===== config.mk =====
export PLATFORM = sky130hd
export DESIGN_NAME = cdcx_exec
export DESIGN_NICKNAME = d
export VERILOG_FILES = /design/src/inc/cdcx_pkg.sv /design/src/inc/cdcx_div_if.sv /design/src/rtl/cdcx_divider.sv /design/src/rtl/cdcx_exec.sv
export SDC_FILE = /design/constraint.sdc
export NUM_CORES = 1
export LEC_CHECK = 0
export ABC_AREA = 0
export BUFFER_PORTS_ARGS = -buffer_cell sky130_fd_sc_hd__buf_2
export CORE_ASPECT_RATIO = 1.75
export CORE_MARGIN = 2
export CORE_UTILIZATION = 58
export DETAILED_ROUTE_END_ITERATION = 16
export MAX_ROUTING_LAYER = met4
export PLACE_DENSITY = 0.78
export SYNTH_ARGS = -nofsm -noshare
export SYNTH_HDL_FRONTEND = slang
export SYNTH_SLANG_ARGS = --single-unit

===== constraint.sdc =====
create_clock -name ref_clk -period 3.7 [get_ports ref_clk]
set_input_delay 0 -clock ref_clk [delete_from_list [all_inputs] [get_ports ref_clk]]
set_output_delay 0 -clock ref_clk [all_outputs]
set_load 0.05 [all_outputs]

===== src/inc/cdcx_pkg.sv =====
package cdcx_pkg;
    localparam int DATA_W = 32;
    localparam int IMM_W = 16;
    localparam int REG_W = 5;
    localparam int FUNC_W = 8;
    // instruction word fields
    localparam int OP_LSB = 0;
    localparam int OP_W = 6;
    localparam int IMM_LSB = 6;
    localparam int FIELD_C_LSB = 17;
    localparam int FIELD_B_LSB = 22;
    localparam int FIELD_A_LSB = 27;
    localparam int OPX_LSB = 11;
    localparam int OPX_W = 6;
    localparam int CUST_N_LSB = 6;
    localparam int CUST_RC_BIT = 14;
    localparam int CUST_RB_BIT = 15;
    localparam int CUST_RA_BIT = 16;
    // opcodes
    localparam logic [5:0] OP_RTYPE = 6'h3A;
    localparam logic [5:0] OP_CMPLTI = 6'h10;
    localparam logic [5:0] OP_CMPLTUI = 6'h30;
    localparam logic [5:0] OP_CMPNEI = 6'h18;
    localparam logic [5:0] OP_CUSTOM = 6'h32;
    localparam logic [5:0] OPX_CMPLT = 6'h10;
    localparam logic [5:0] OPX_CMPLTU = 6'h30;
    localparam logic [5:0] OPX_CMPNE = 6'h18;
    localparam logic [5:0] OPX_DIV = 6'h25;
    // divider timing
    localparam int DIV_STEPS = 32;
    localparam logic [DATA_W-1:0] RESULT_RST = 32'h00000000;
    typedef enum logic [2:0] {
        CDCX_NONE, CDCX_LT, CDCX_LTU, CDCX_NE, CDCX_DIV, CDCX_CUST, CDCX_UNIMP
    } cdcx_op_e;
endpackage


===== src/inc/cdcx_div_if.sv =====
`timescale 1ns/1ns
interface cdcx_div_if;
    import cdcx_pkg::*;
    logic start;
    logic [DATA_W-1:0] dividend;
    logic [DATA_W-1:0] divisor;
    logic done;
    logic [DATA_W-1:0] quotient;
    modport ctrl(output start, output dividend, output divisor,
        input done, input quotient);
    modport unit(input start, input dividend, input divisor,
        output done, output quotient);
endinterface


===== src/rtl/cdcx_divider.sv =====
`timescale 1ns/1ns
module cdcx_divider
    import cdcx_pkg::*;
(
    input wire logic ref_clk,
    input wire logic rst_n,
    input wire logic clkEn,
    cdcx_div_if.unit div
);
    logic [DATA_W-1:0] rem_ff;
    logic [DATA_W-1:0] quo_ff;
    logic [DATA_W-1:0] dsr_ff;
    logic [5:0] count_ff;
    logic negQ_ff;
    logic busy_ff;
    logic done_ff;
    logic [DATA_W:0] trial;

    function automatic logic [DATA_W-1:0] absVal(input logic [DATA_W-1:0] v);
        absVal = v[DATA_W-1] ? DATA_W'(-v) : v;
    endfunction

    assign trial = {rem_ff, quo_ff[DATA_W-1]} - {1'b0, dsr_ff};
    assign div.done = done_ff;
    assign div.quotient = negQ_ff ? DATA_W'(-quo_ff) : quo_ff;

    // restoring division on magnitudes, no trap on zero or overflow
    always_ff @(posedge ref_clk) begin
        if (!rst_n) begin
            rem_ff <= RESULT_RST;
            quo_ff <= RESULT_RST;
            dsr_ff <= RESULT_RST;
            count_ff <= 6'h00;
            negQ_ff <= 1'b0;
            busy_ff <= 1'b0;
            done_ff <= 1'b0;
        end else if (clkEn) begin
            done_ff <= 1'b0;
            if (div.start && !busy_ff) begin
                rem_ff <= RESULT_RST;
                quo_ff <= absVal(div.dividend); // RULE11
                dsr_ff <= absVal(div.divisor);
                negQ_ff <= div.dividend[DATA_W-1] ^ div.divisor[DATA_W-1];
                count_ff <= 6'(DIV_STEPS);
                busy_ff <= 1'b1;
            end else if (busy_ff) begin
                if (!trial[DATA_W]) begin
                    rem_ff <= trial[DATA_W-1:0];
                    quo_ff <= {quo_ff[DATA_W-2:0], 1'b1};
                end else begin
                    rem_ff <= {rem_ff[DATA_W-2:0], quo_ff[DATA_W-1]};
                    quo_ff <= {quo_ff[DATA_W-2:0], 1'b0};
                end
                count_ff <= count_ff - 6'h01;
                if (count_ff == 6'h01) begin
                    busy_ff <= 1'b0;
                    done_ff <= 1'b1; // RULE12 RULE13
                end
            end
        end
    end
endmodule


===== src/rtl/cdcx_exec.sv =====
`timescale 1ns/1ns
// Contract
// RULE1 - signed register less-than writes one or zero
// RULE2 - immediate signed compare sign-extends sixteen bits
// RULE3 - unsigned register less-than writes one or zero
// RULE4 - unsigned immediate compare zero-extends sixteen bits
// RULE5 - register not-equal writes one when differing
// RULE6 - immediate not-equal sign-extends the immediate
// RULE7 - eight-bit field selects one of 256 functions
// RULE8 - at most two operands, optional one result
// RULE9 - read flags choose register value or index
// RULE10 - write flag chooses general or custom destination
// RULE11 - signed divide writes integer quotient
// RULE12 - zero divisor gives undefined value, no trap
// RULE13 - most negative by minus one, no trap
// RULE14 - divider absent raises unimplemented-instruction exception
// RULE15 - decode compare and custom opcodes
// RULE16 - compares never trap, full-word one or zero
module cdcx_exec
    import cdcx_pkg::*;
#(
    parameter bit HAS_DIV = 1'b1
)(
    input wire logic ref_clk,
    input wire logic rst_n,
    input wire logic clkEn,
    input wire logic issueValid,
    input wire logic [DATA_W-1:0] instrWord,
    input wire logic [DATA_W-1:0] operandA,
    input wire logic [DATA_W-1:0] operandB,
    input wire logic custDone,
    input wire logic [DATA_W-1:0] custResult,
    output logic busy_ff,
    output logic resultValid_ff,
    output logic resultWrite_ff,
    output logic [REG_W-1:0] resultReg_ff,
    output logic [DATA_W-1:0] result_ff,
    output logic unimplExc_ff,
    output logic custStart_ff,
    output logic [FUNC_W-1:0] custFunc_ff,
    output logic [DATA_W-1:0] custDataA_ff,
    output logic [DATA_W-1:0] custDataB_ff,
    output logic [REG_W-1:0] custIdxA_ff,
    output logic [REG_W-1:0] custIdxB_ff,
    output logic [REG_W-1:0] custIdxC_ff,
    output logic custReadA_ff,
    output logic custReadB_ff,
    output logic custWriteC_ff
);
    typedef enum logic [1:0] {
        CDCX_IDLE, CDCX_WAIT_DIV, CDCX_WAIT_CUST
    } cdcx_state_e;

    cdcx_state_e state_ff;
    cdcx_state_e nxt_state;
    cdcx_op_e opKind;
    cdcx_div_if divBus();
    logic divStart_ff;
    logic [DATA_W-1:0] divA_ff;
    logic [DATA_W-1:0] divB_ff;
    logic [REG_W-1:0] pendReg_ff;
    logic pendWrite_ff;
    logic [5:0] opcode;
    logic [5:0] opx;
    logic [DATA_W-1:0] immSigned;
    logic [DATA_W-1:0] immZero;
    logic [DATA_W-1:0] cmpResult;
    logic [REG_W-1:0] fieldA;
    logic [REG_W-1:0] fieldB;
    logic [REG_W-1:0] fieldC;
    logic isRType;
    logic accept;

    function automatic logic [DATA_W-1:0] toWord(input logic bitVal);
        toWord = {{(DATA_W-1){1'b0}}, bitVal}; // RULE16
    endfunction

    assign opcode = instrWord[OP_LSB +: OP_W];
    assign opx = instrWord[OPX_LSB +: OPX_W];
    assign fieldA = instrWord[FIELD_A_LSB +: REG_W];
    assign fieldB = instrWord[FIELD_B_LSB +: REG_W];
    assign fieldC = instrWord[FIELD_C_LSB +: REG_W];
    assign isRType = (opcode == OP_RTYPE);
    assign accept = issueValid && (state_ff == CDCX_IDLE);
    assign immSigned = {{(DATA_W-IMM_W){instrWord[IMM_LSB+IMM_W-1]}},
        instrWord[IMM_LSB +: IMM_W]}; // RULE2 RULE6
    assign immZero = {{(DATA_W-IMM_W){1'b0}},
        instrWord[IMM_LSB +: IMM_W]}; // RULE4

    // instruction decode
    always_comb begin
        opKind = CDCX_NONE;
        if (isRType) begin
            case (opx) // RULE15
                OPX_CMPLT: opKind = CDCX_LT;
                OPX_CMPLTU: opKind = CDCX_LTU;
                OPX_CMPNE: opKind = CDCX_NE;
                OPX_DIV: opKind = HAS_DIV ? CDCX_DIV : CDCX_UNIMP; // RULE14
                default: opKind = CDCX_NONE;
            endcase
        end else begin
            case (opcode) // RULE15
                OP_CMPLTI: opKind = CDCX_LT;
                OP_CMPLTUI: opKind = CDCX_LTU;
                OP_CMPNEI: opKind = CDCX_NE;
                OP_CUSTOM: opKind = CDCX_CUST;
                default: opKind = CDCX_NONE;
            endcase
        end
    end

    // compare datapath
    always_comb begin
        logic [DATA_W-1:0] rhs;
        rhs = operandB;
        if (!isRType) begin
            rhs = (opcode == OP_CMPLTUI) ? immZero : immSigned;
        end
        case (opKind)
            CDCX_LT: cmpResult =
                toWord($signed(operandA) < $signed(rhs)); // RULE1 RULE2
            CDCX_LTU: cmpResult = toWord(operandA < rhs); // RULE3 RULE4
            CDCX_NE: cmpResult = toWord(operandA != rhs); // RULE5 RULE6
            default: cmpResult = RESULT_RST;
        endcase
    end

    // sequencing
    always_comb begin
        nxt_state = state_ff;
        case (state_ff)
            CDCX_IDLE: begin
                if (accept && opKind == CDCX_DIV) begin
                    nxt_state = CDCX_WAIT_DIV;
                end else if (accept && opKind == CDCX_CUST) begin
                    nxt_state = CDCX_WAIT_CUST;
                end
            end
            CDCX_WAIT_DIV: begin
                if (divBus.done) begin
                    nxt_state = CDCX_IDLE;
                end
            end
            CDCX_WAIT_CUST: begin
                if (custDone) begin
                    nxt_state = CDCX_IDLE;
                end
            end
            default: nxt_state = CDCX_IDLE;
        endcase
    end

    always_ff @(posedge ref_clk) begin
        if (!rst_n) begin
            state_ff <= CDCX_IDLE;
            busy_ff <= 1'b0;
        end else if (clkEn) begin
            state_ff <= nxt_state;
            busy_ff <= (nxt_state != CDCX_IDLE);
        end
    end

    // result write-back
    always_ff @(posedge ref_clk) begin
        if (!rst_n) begin
            resultValid_ff <= 1'b0;
            resultWrite_ff <= 1'b0;
            resultReg_ff <= '0;
            result_ff <= RESULT_RST;
            unimplExc_ff <= 1'b0;
            pendReg_ff <= '0;
            pendWrite_ff <= 1'b0;
        end else if (clkEn) begin
            resultValid_ff <= 1'b0;
            resultWrite_ff <= 1'b0;
            unimplExc_ff <= 1'b0;
            if (accept) begin
                case (opKind)
                    CDCX_LT, CDCX_LTU, CDCX_NE: begin
                        resultValid_ff <= 1'b1;
                        resultWrite_ff <= 1'b1;
                        resultReg_ff <= isRType ? fieldC : fieldB;
                        result_ff <= cmpResult; // RULE16
                    end
                    CDCX_DIV: begin
                        pendReg_ff <= fieldC;
                        pendWrite_ff <= 1'b1;
                    end
                    CDCX_CUST: begin
                        pendReg_ff <= fieldC;
                        pendWrite_ff <= instrWord[CUST_RC_BIT];
                    end
                    CDCX_UNIMP: begin
                        resultValid_ff <= 1'b1;
                        unimplExc_ff <= 1'b1; // RULE14
                    end
                    default: begin
                        resultValid_ff <= 1'b0;
                    end
                endcase
            end else if (state_ff == CDCX_WAIT_DIV && divBus.done) begin
                resultValid_ff <= 1'b1;
                resultWrite_ff <= pendWrite_ff;
                resultReg_ff <= pendReg_ff;
                result_ff <= divBus.quotient; // RULE11 RULE12 RULE13
            end else if (state_ff == CDCX_WAIT_CUST && custDone) begin
                resultValid_ff <= 1'b1;
                resultWrite_ff <= pendWrite_ff; // RULE10
                resultReg_ff <= pendReg_ff;
                result_ff <= custResult; // RULE8
            end
        end
    end

    // custom instruction dispatch
    always_ff @(posedge ref_clk) begin
        if (!rst_n) begin
            custStart_ff <= 1'b0;
            custFunc_ff <= '0;
            custDataA_ff <= RESULT_RST;
            custDataB_ff <= RESULT_RST;
            custIdxA_ff <= '0;
            custIdxB_ff <= '0;
            custIdxC_ff <= '0;
            custReadA_ff <= 1'b0;
            custReadB_ff <= 1'b0;
            custWriteC_ff <= 1'b0;
        end else if (clkEn) begin
            custStart_ff <= 1'b0;
            if (accept && opKind == CDCX_CUST) begin
                custStart_ff <= 1'b1;
                custFunc_ff <= instrWord[CUST_N_LSB +: FUNC_W]; // RULE7
                custReadA_ff <= instrWord[CUST_RA_BIT];
                custReadB_ff <= instrWord[CUST_RB_BIT];
                custWriteC_ff <= instrWord[CUST_RC_BIT]; // RULE10
                custIdxA_ff <= fieldA; // RULE9
                custIdxB_ff <= fieldB;
                custIdxC_ff <= fieldC;
                custDataA_ff <= instrWord[CUST_RA_BIT] ?
                    operandA : RESULT_RST; // RULE8 RULE9
                custDataB_ff <= instrWord[CUST_RB_BIT] ?
                    operandB : RESULT_RST; // RULE9
            end
        end
    end

    // divider launch
    always_ff @(posedge ref_clk) begin
        if (!rst_n) begin
            divStart_ff <= 1'b0;
            divA_ff <= RESULT_RST;
            divB_ff <= RESULT_RST;
        end else if (clkEn) begin
            divStart_ff <= accept && opKind == CDCX_DIV;
            if (accept && opKind == CDCX_DIV) begin
                divA_ff <= operandA; // RULE11
                divB_ff <= operandB;
            end
        end
    end

    assign divBus.start = divStart_ff;
    assign divBus.dividend = divA_ff;
    assign divBus.divisor = divB_ff;

    cdcx_divider u_divider (
        .ref_clk(ref_clk),
        .rst_n(rst_n),
        .clkEn(clkEn),
        .div(divBus.unit)
    );
endmodule


# [Word-level counts from Yosys, hierarchy flattened]
# Index checks and enable logic that the tools add are counted.
# W data, S select, Z words.
[classes] n_mux=51 addsub=5 magnitude_cmp=2 n_reduce_logical=22 n_eq_ne=20 n_bitwise=1
[ops] op="$mux W32" count=16
[ops] op="$neg A32 Y32" count=3
[ops] op="$lt A32 B32 Y1" count=2
[ops] op="$sub A33 B32 Y33" count=1
[ops] op="$ne A32 B32 Y1" count=1
[ops] op="$eq A6 B6 Y1 const B" count=5
[ops] op="$mux W5" count=5
[ops] op="$eq A6 B5 Y1 const B" count=4
[ops] op="$pmux W3 S4" count=2
[ops] op="$mux W1" count=18
[ops] op="$mux W6" count=2
[ops] op="$eq A3 B3 Y1 const B" count=3
[ops] op="$reduce_and A3 Y1" count=3
[ops] op="$mux W2" count=4
[ops] op="$reduce_and A2 Y1" count=4
[ops] op="$eq A3 B2 Y1 const B" count=2
[ops] op="$eq A6 B1 Y1 const B" count=1
[ops] op="$logic_and A1 B1 Y1" count=6
[ops] op="$pmux W2 S3" count=1
[ops] op="$reduce_bool A2 Y1" count=3
[ops] op="$sub A6 B1 Y6 const B" count=1
[ops] op="$reduce_or A4 Y1" count=1
[ops] op="$eq A3 B1 Y1 const B" count=1
[ops] op="$mux W3" count=1
[ops] op="11 further kinds" count=11
[totals] wordCells=130 reg_bits=310 output_inout_bits=132

# [Depth between registers and ports, before layout]
[depth] ltp_word=9 depth_mapped=16 depth_no_buf=15

# [Modules after synthesis]
# Synthesis repeated with hierarchy kept, for this count alone.
[hier_totals] cells_unflattened=2165 hier_area_um2=17140.2
[by_module_without_submodules] mod="cdcx_exec" n_inst=1 seq_area_each_um2=4103.9 cells_per_inst=1117 area_each_um2=9091.2
[by_module_without_submodules] mod="cdcx_divider" n_inst=1 seq_area_each_um2=2102.0 cells_per_inst=1048 area_each_um2=8049.0

# [Least setup slack after synthesis]
# No wires, ideal clock.
[synth_path] kind="input port to flip-flop" startpoint="in instrWord[0]" endpoint="reg result_ff[0]" path_stages=16 setup_slack_ns=0.411 t_arrival_ns=3.229 cell_sequence="nor3b_1 -> and3_1 -> clkbuf_1 -> nand2_1 -> clkbuf_1 -> o21ai_0 -> ha_1 -> a21o_1 -> a21o_1 -> a221o_1 -> a2111oi_0 -> nor2_1 -> a21oi_1 -> mux2i_1 -> a21boi_0 -> o311a_1"
[synth_between] elab_chain_len=7
[synth_rtl] item="start, declared" line_no="cdcx_exec.sv:28" rtl="input wire logic [DATA_W-1:0] instrWord,"
[synth_rtl] item="$eq A6 B6 Y1, or another cell as far along" line_no="cdcx_exec.sv:102, cdcx_exec.sv:117"
[synth_rtl] item="$mux W32 / $pmux W3 S4 (equally long branches)" line_no="cdcx_exec.sv:117, cdcx_exec.sv:102"
[synth_rtl] item="$mux W32 / $mux W3 (equally long branches)" line_no="cdcx_exec.sv:116, cdcx_exec.sv:93"
[synth_rtl] item="$lt A32 B32 Y1, or another cell as far along" line_no="cdcx_exec.sv:122" rtl="CDCX_LTU: cmpResult = toWord(operandA < rhs);"
[synth_rtl] item="$pmux W1 S3 / $reduce_or A3 Y1 (equally long branches)"
[synth_rtl] item="$mux W32 / $ne A2 B1 Y1 (equally long branches)"
[synth_rtl] item="$mux W32 / $reduce_and A3 Y1 (equally long branches)"
[synth_rtl] item="end signal, assigned" line_no="cdcx_exec.sv:183" rtl="result_ff <= cmpResult;"
[synth_rtl] item="end signal, assigned" line_no="cdcx_exec.sv:205" rtl="result_ff <= divBus.quotient;"
[synth_rtl] item="end signal, assigned" line_no="cdcx_exec.sv:210" rtl="result_ff <= custResult;"
[synth_rtl] item="end, declared" line_no="cdcx_exec.sv:37" rtl="output logic [DATA_W-1:0] result_ff,"
# Several ways; a longest one is shown, not always the timed one. The select of a mux whose other input is x is not followed.
# A chain may end at the register's enable or synchronous reset.

# [Worst setup path after layout]
[layout_path] startpoint="reg u_divider.quo_ff[2]" endpoint="reg result_ff[31]"
[layout_between] elab_chain_len=4
[layout_rtl] item="start, declared" line_no="cdcx_divider.sv:11" rtl="logic [DATA_W-1:0] quo_ff;"
[layout_rtl] item="start signal, assigned" line_no="cdcx_divider.sv:41" rtl="quo_ff <= absVal(div.dividend);"
[layout_rtl] item="start signal, assigned" line_no="cdcx_divider.sv:49" rtl="quo_ff <= {quo_ff[DATA_W-2:0], 1'b1};"
[layout_rtl] item="start signal, assigned" line_no="cdcx_divider.sv:52" rtl="quo_ff <= {quo_ff[DATA_W-2:0], 1'b0};"
[layout_rtl] item="$neg A32 Y32" line_no="cdcx_divider.sv:25" rtl="assign div.quotient = negQ_ff ? DATA_W'(-quo_ff) : quo_ff;"
[layout_rtl] item="$mux W32" line_no="cdcx_divider.sv:25"
[layout_rtl] item="$mux W32" line_no="cdcx_exec.sv:201" rtl="end else if (state_ff == CDCX_WAIT_DIV && divBus.done) begin"
[layout_rtl] item="$mux W32" line_no="cdcx_exec.sv:177" rtl="if (accept) begin"
# No other way between the ends.

==> impl_metrics.json <==
{
  "ys.flop_type": "dfxtp_1",
  "hold_violations": 0,
  "synthDistinctLibCells": 68,
  "setup_viol": 0,
  "use_met2_pct": 62.5,
  "cellLeakagePower_uw": 0.00831,
  "synth_area_per_cell_um2": 7.65,
  "start_util_pct": 58.5,
  "finalCriticalPeriod_ps": 3340,
  "drt-pass1-iter-count": 6,
  "num_vias": 17300,
  "maxSlewHeadroom_pct": 22.1,
  "syn_area_um2": 16600,
  "gp_congestion": 0.961,
  "syn-num-nets": 2379,
  "vdd_drop_max_v": 0.000397,
  "grt_antenna_before_repair": 0,
  "die_x_um": 132,
  "nets": 2685,
  "status": "finished, final reports clean",
  "core_um2": 28400,
  "cts_tree": "yes",
  "track_usage_pct": 35.8,
  "gr-usage-met1_pct": 39.8,
  "synth-seq-area-share_pct": 37.3,
  "endpoint_kind": "flop",
  "p_sw_share_pct": 23.2,
  "grt_pass1_vias": 17000,
  "grt_setup_unrepaired": "no",
  "yosys_warnings": 0,
  "p_clk_share_pct": 44.7,
  "internal_power_uw": 5390,
  "cts-root-buf": "clkbuf_16",
  "clockBufferDepth": 3,
  "routed_wl_um": 54100,
  "synth_top_area_share_pct": 37.3,
  "die_area_um2": 30100,
  "grt-busiest-layer": "met2",
  "finalWorstSetupSlack_ps": 362,
  "io_pins": 265,
  "postRouteAntennaNets": 0,
  "drive_above_1_share_pct": 14.9,
  "p_comb_share_pct": 7.7,
  "numClockSinks": 310,
  "pre_cts_ws_ps": 223,
  "vias_per_cell": 6.00,
  "syn_inst": 2176,
  "seqPwrFrac_pct": 47.7,
  "grt_use_met3_pct": 3.69,
  "utilization_pct": 72.0,
  "async_flop_share_pct": 0,
  "dpl.hpwl_um": 37700,
  "yosys-top-cells-area": "dfxtp_1, nand2_1, a21oi_1",
  "tns_ps": 0,
  "post_cts_buffers": 0,
  "path_class": "flop to flop",
  "cp.arrival_ps": 3790,
  "clock_skew_ps": 15.4,
  "startpoint_type": "flop",
  "hp-class": "input port to flop",
  "io_buffers": 264,
  "htreeDepth": 1,
  "cts_buffers": 30,
  "fillers": 2300,
  "synth_seq_cells": 310,
  "synth_edf_count": 0,
  "drt_iter0_markers": 1364,
  "cts_resized": 0,
  "crit_required_ps": 4160,
  "worstPathMaxFanout": 6,
  "timing.final.max_slew_violations": 0,
  "yosys.area.top_type": "dfxtp_1",
  "clkTransAtPathRegs_ps": 60,
  "dieHeight_um": 228,
  "grt_max_degree": 97,
  "drcViolationCount": 0,
  "power_density_nw_per_um2": 343,
  "drv_cap": 0,
  "wl_per_cell_um": 18.8,
  "fmax_mhz": 300,
  "syn_to_final_growth_pct": 23.0,
  "p_sw_uw": 1630,
  "worst_pin_slew_ps": 1170,
  "rows": 82,
  "insertion_delay_ps": 570,
  "finalCritPeriodShare_pct": 90.2,
  "overflow": 0,
  "grt_pass1_wl_um": 86500
}
## power by group through the flow
| stage | clock network (uW) | registers (uW) | logic (uW) |
|---|---|---|---|
| finish | 3140 | 3350 | 539 |
| global route | 3280 | 3350 | 575 |
| CTS | 3160 | 3350 | 523 |
| detailed placement | 0 | 3420 | 419 |
| global placement | 0 | 3420 | 414 |
| floorplan | 0 | 3430 | 204 |
## cell usage in the layout, fill, tap and decap left out, types with 31 or more instances in the layout
master	instances
a21oi_1	277
xnor2_1	56
nand4_1	44
nor2_1	149
dfxtp_1	310
buf_4	34
o211ai_1	43
nand2_1	407
ha_1	69
o21ai_0	96
xor2_1	66
clkbuf_16	31
buf_2	264
dlygate4sd3_1	125
nand3_1	90
inv_1	76
## through the flow
step | power, uW | cell area, um2 | hold WS (ps) | instances
finish | 7020 | 20500 | 25.6 | 2878
global route | 7200 | 20500 | 33.2 | 2877
CTS | 7030 | 20500 | 10.4 | 2877
detailed placement | 3840 | 18200 | 226 | 2703
global placement | 3840 | 18200 | 227 | 2703
floorplan | 3630 | 16600 | 136 | 2176
## area by class of cell
type                            instances  area, um2  area share [%]
Tap cell                              378        473            2.31
Antenna cell                            1       2.50          0.0122
Clock buffer                           43        871            4.25
Clock inverter                          6        109           0.532
Timing Repair Buffer                  426       2890            14.1
Sequential cell                       310       6210            30.3
Multi-Input combinational cell       1637       9630            47.0
Inverter                               77        294            1.44
## critical path, stage by stage (launching register included)
cell	delay, ps
dfxtp_1	370
nor4_1	380
nand2_1	190
or4_1	510
or3_1	420
or3_1	420
o31ai_1	350
xnor2_1	220
nor2_1	70
a221o_1	280
## worst paths after layout
| path | to | slack, ps | depth (start not counted) | start |
|---|---|---|---|---|
| hold / removal | result_ff[0] | 30 | 4 | custResult[0] |
| setup / recovery | result_ff[31] | 360 | 9 | u_divider.quo_ff[2] |
| hold reg to reg | unimplExc_ff | 430 | 2 | unimplExc_ff |
| setup reg to reg | result_ff[31] | 360 | 9 | u_divider.quo_ff[2] |
## kinds of logic (layout without fill, tap and decap cells)
group | count (synthesis) | count (layout) | synth area share, %
mux | 25 | 25 | 1.51
buf+inv | 229 | 552 | 5.17
flops | 310 | 310 | 37.3
compound gates | 600 | 600 | 22.4
other cells | 0 | 1 | 0
xor+xnor | 122 | 122 | 6.42
fa+ha+maj | 70 | 70 | 5.31
simple gates | 820 | 820 | 21.9
## synth_stat cells (all sizes together) (44+ instances only)
library cell	instances
ha	69
xor2	66
nand2	407
nand3	90
a21oi	277
nor2	154
xnor2	56
inv	77
o21ai	97
clkbuf	148
dfxtp	310
nand4	44
## flip-flops by register name, summed over array words and instances (netlist names), 6 cells and up
signal              cells
custDataA_ff           32
custDataB_ff           32
custFunc_ff             8
divA_ff                32
divB_ff                32
result_ff              32
u_divider.count_ff      6
u_divider.dsr_ff       32
u_divider.quo_ff       32
u_divider.rem_ff       32
## metal layers
metal	up-vias	share of wire [%]
li1	8260	-
met1	8101	38
met2	730	50
met3	181	6.3
met4	0	5.8
met5	-	0
## what timing repair did
item / CTS / global route
endpoints found under the hold margin: 216 / 0
hold buffers: 125 / 0
setup endpoints to repair: 0 / 0
No activity file was read; power rests on OpenSTA's default activity.
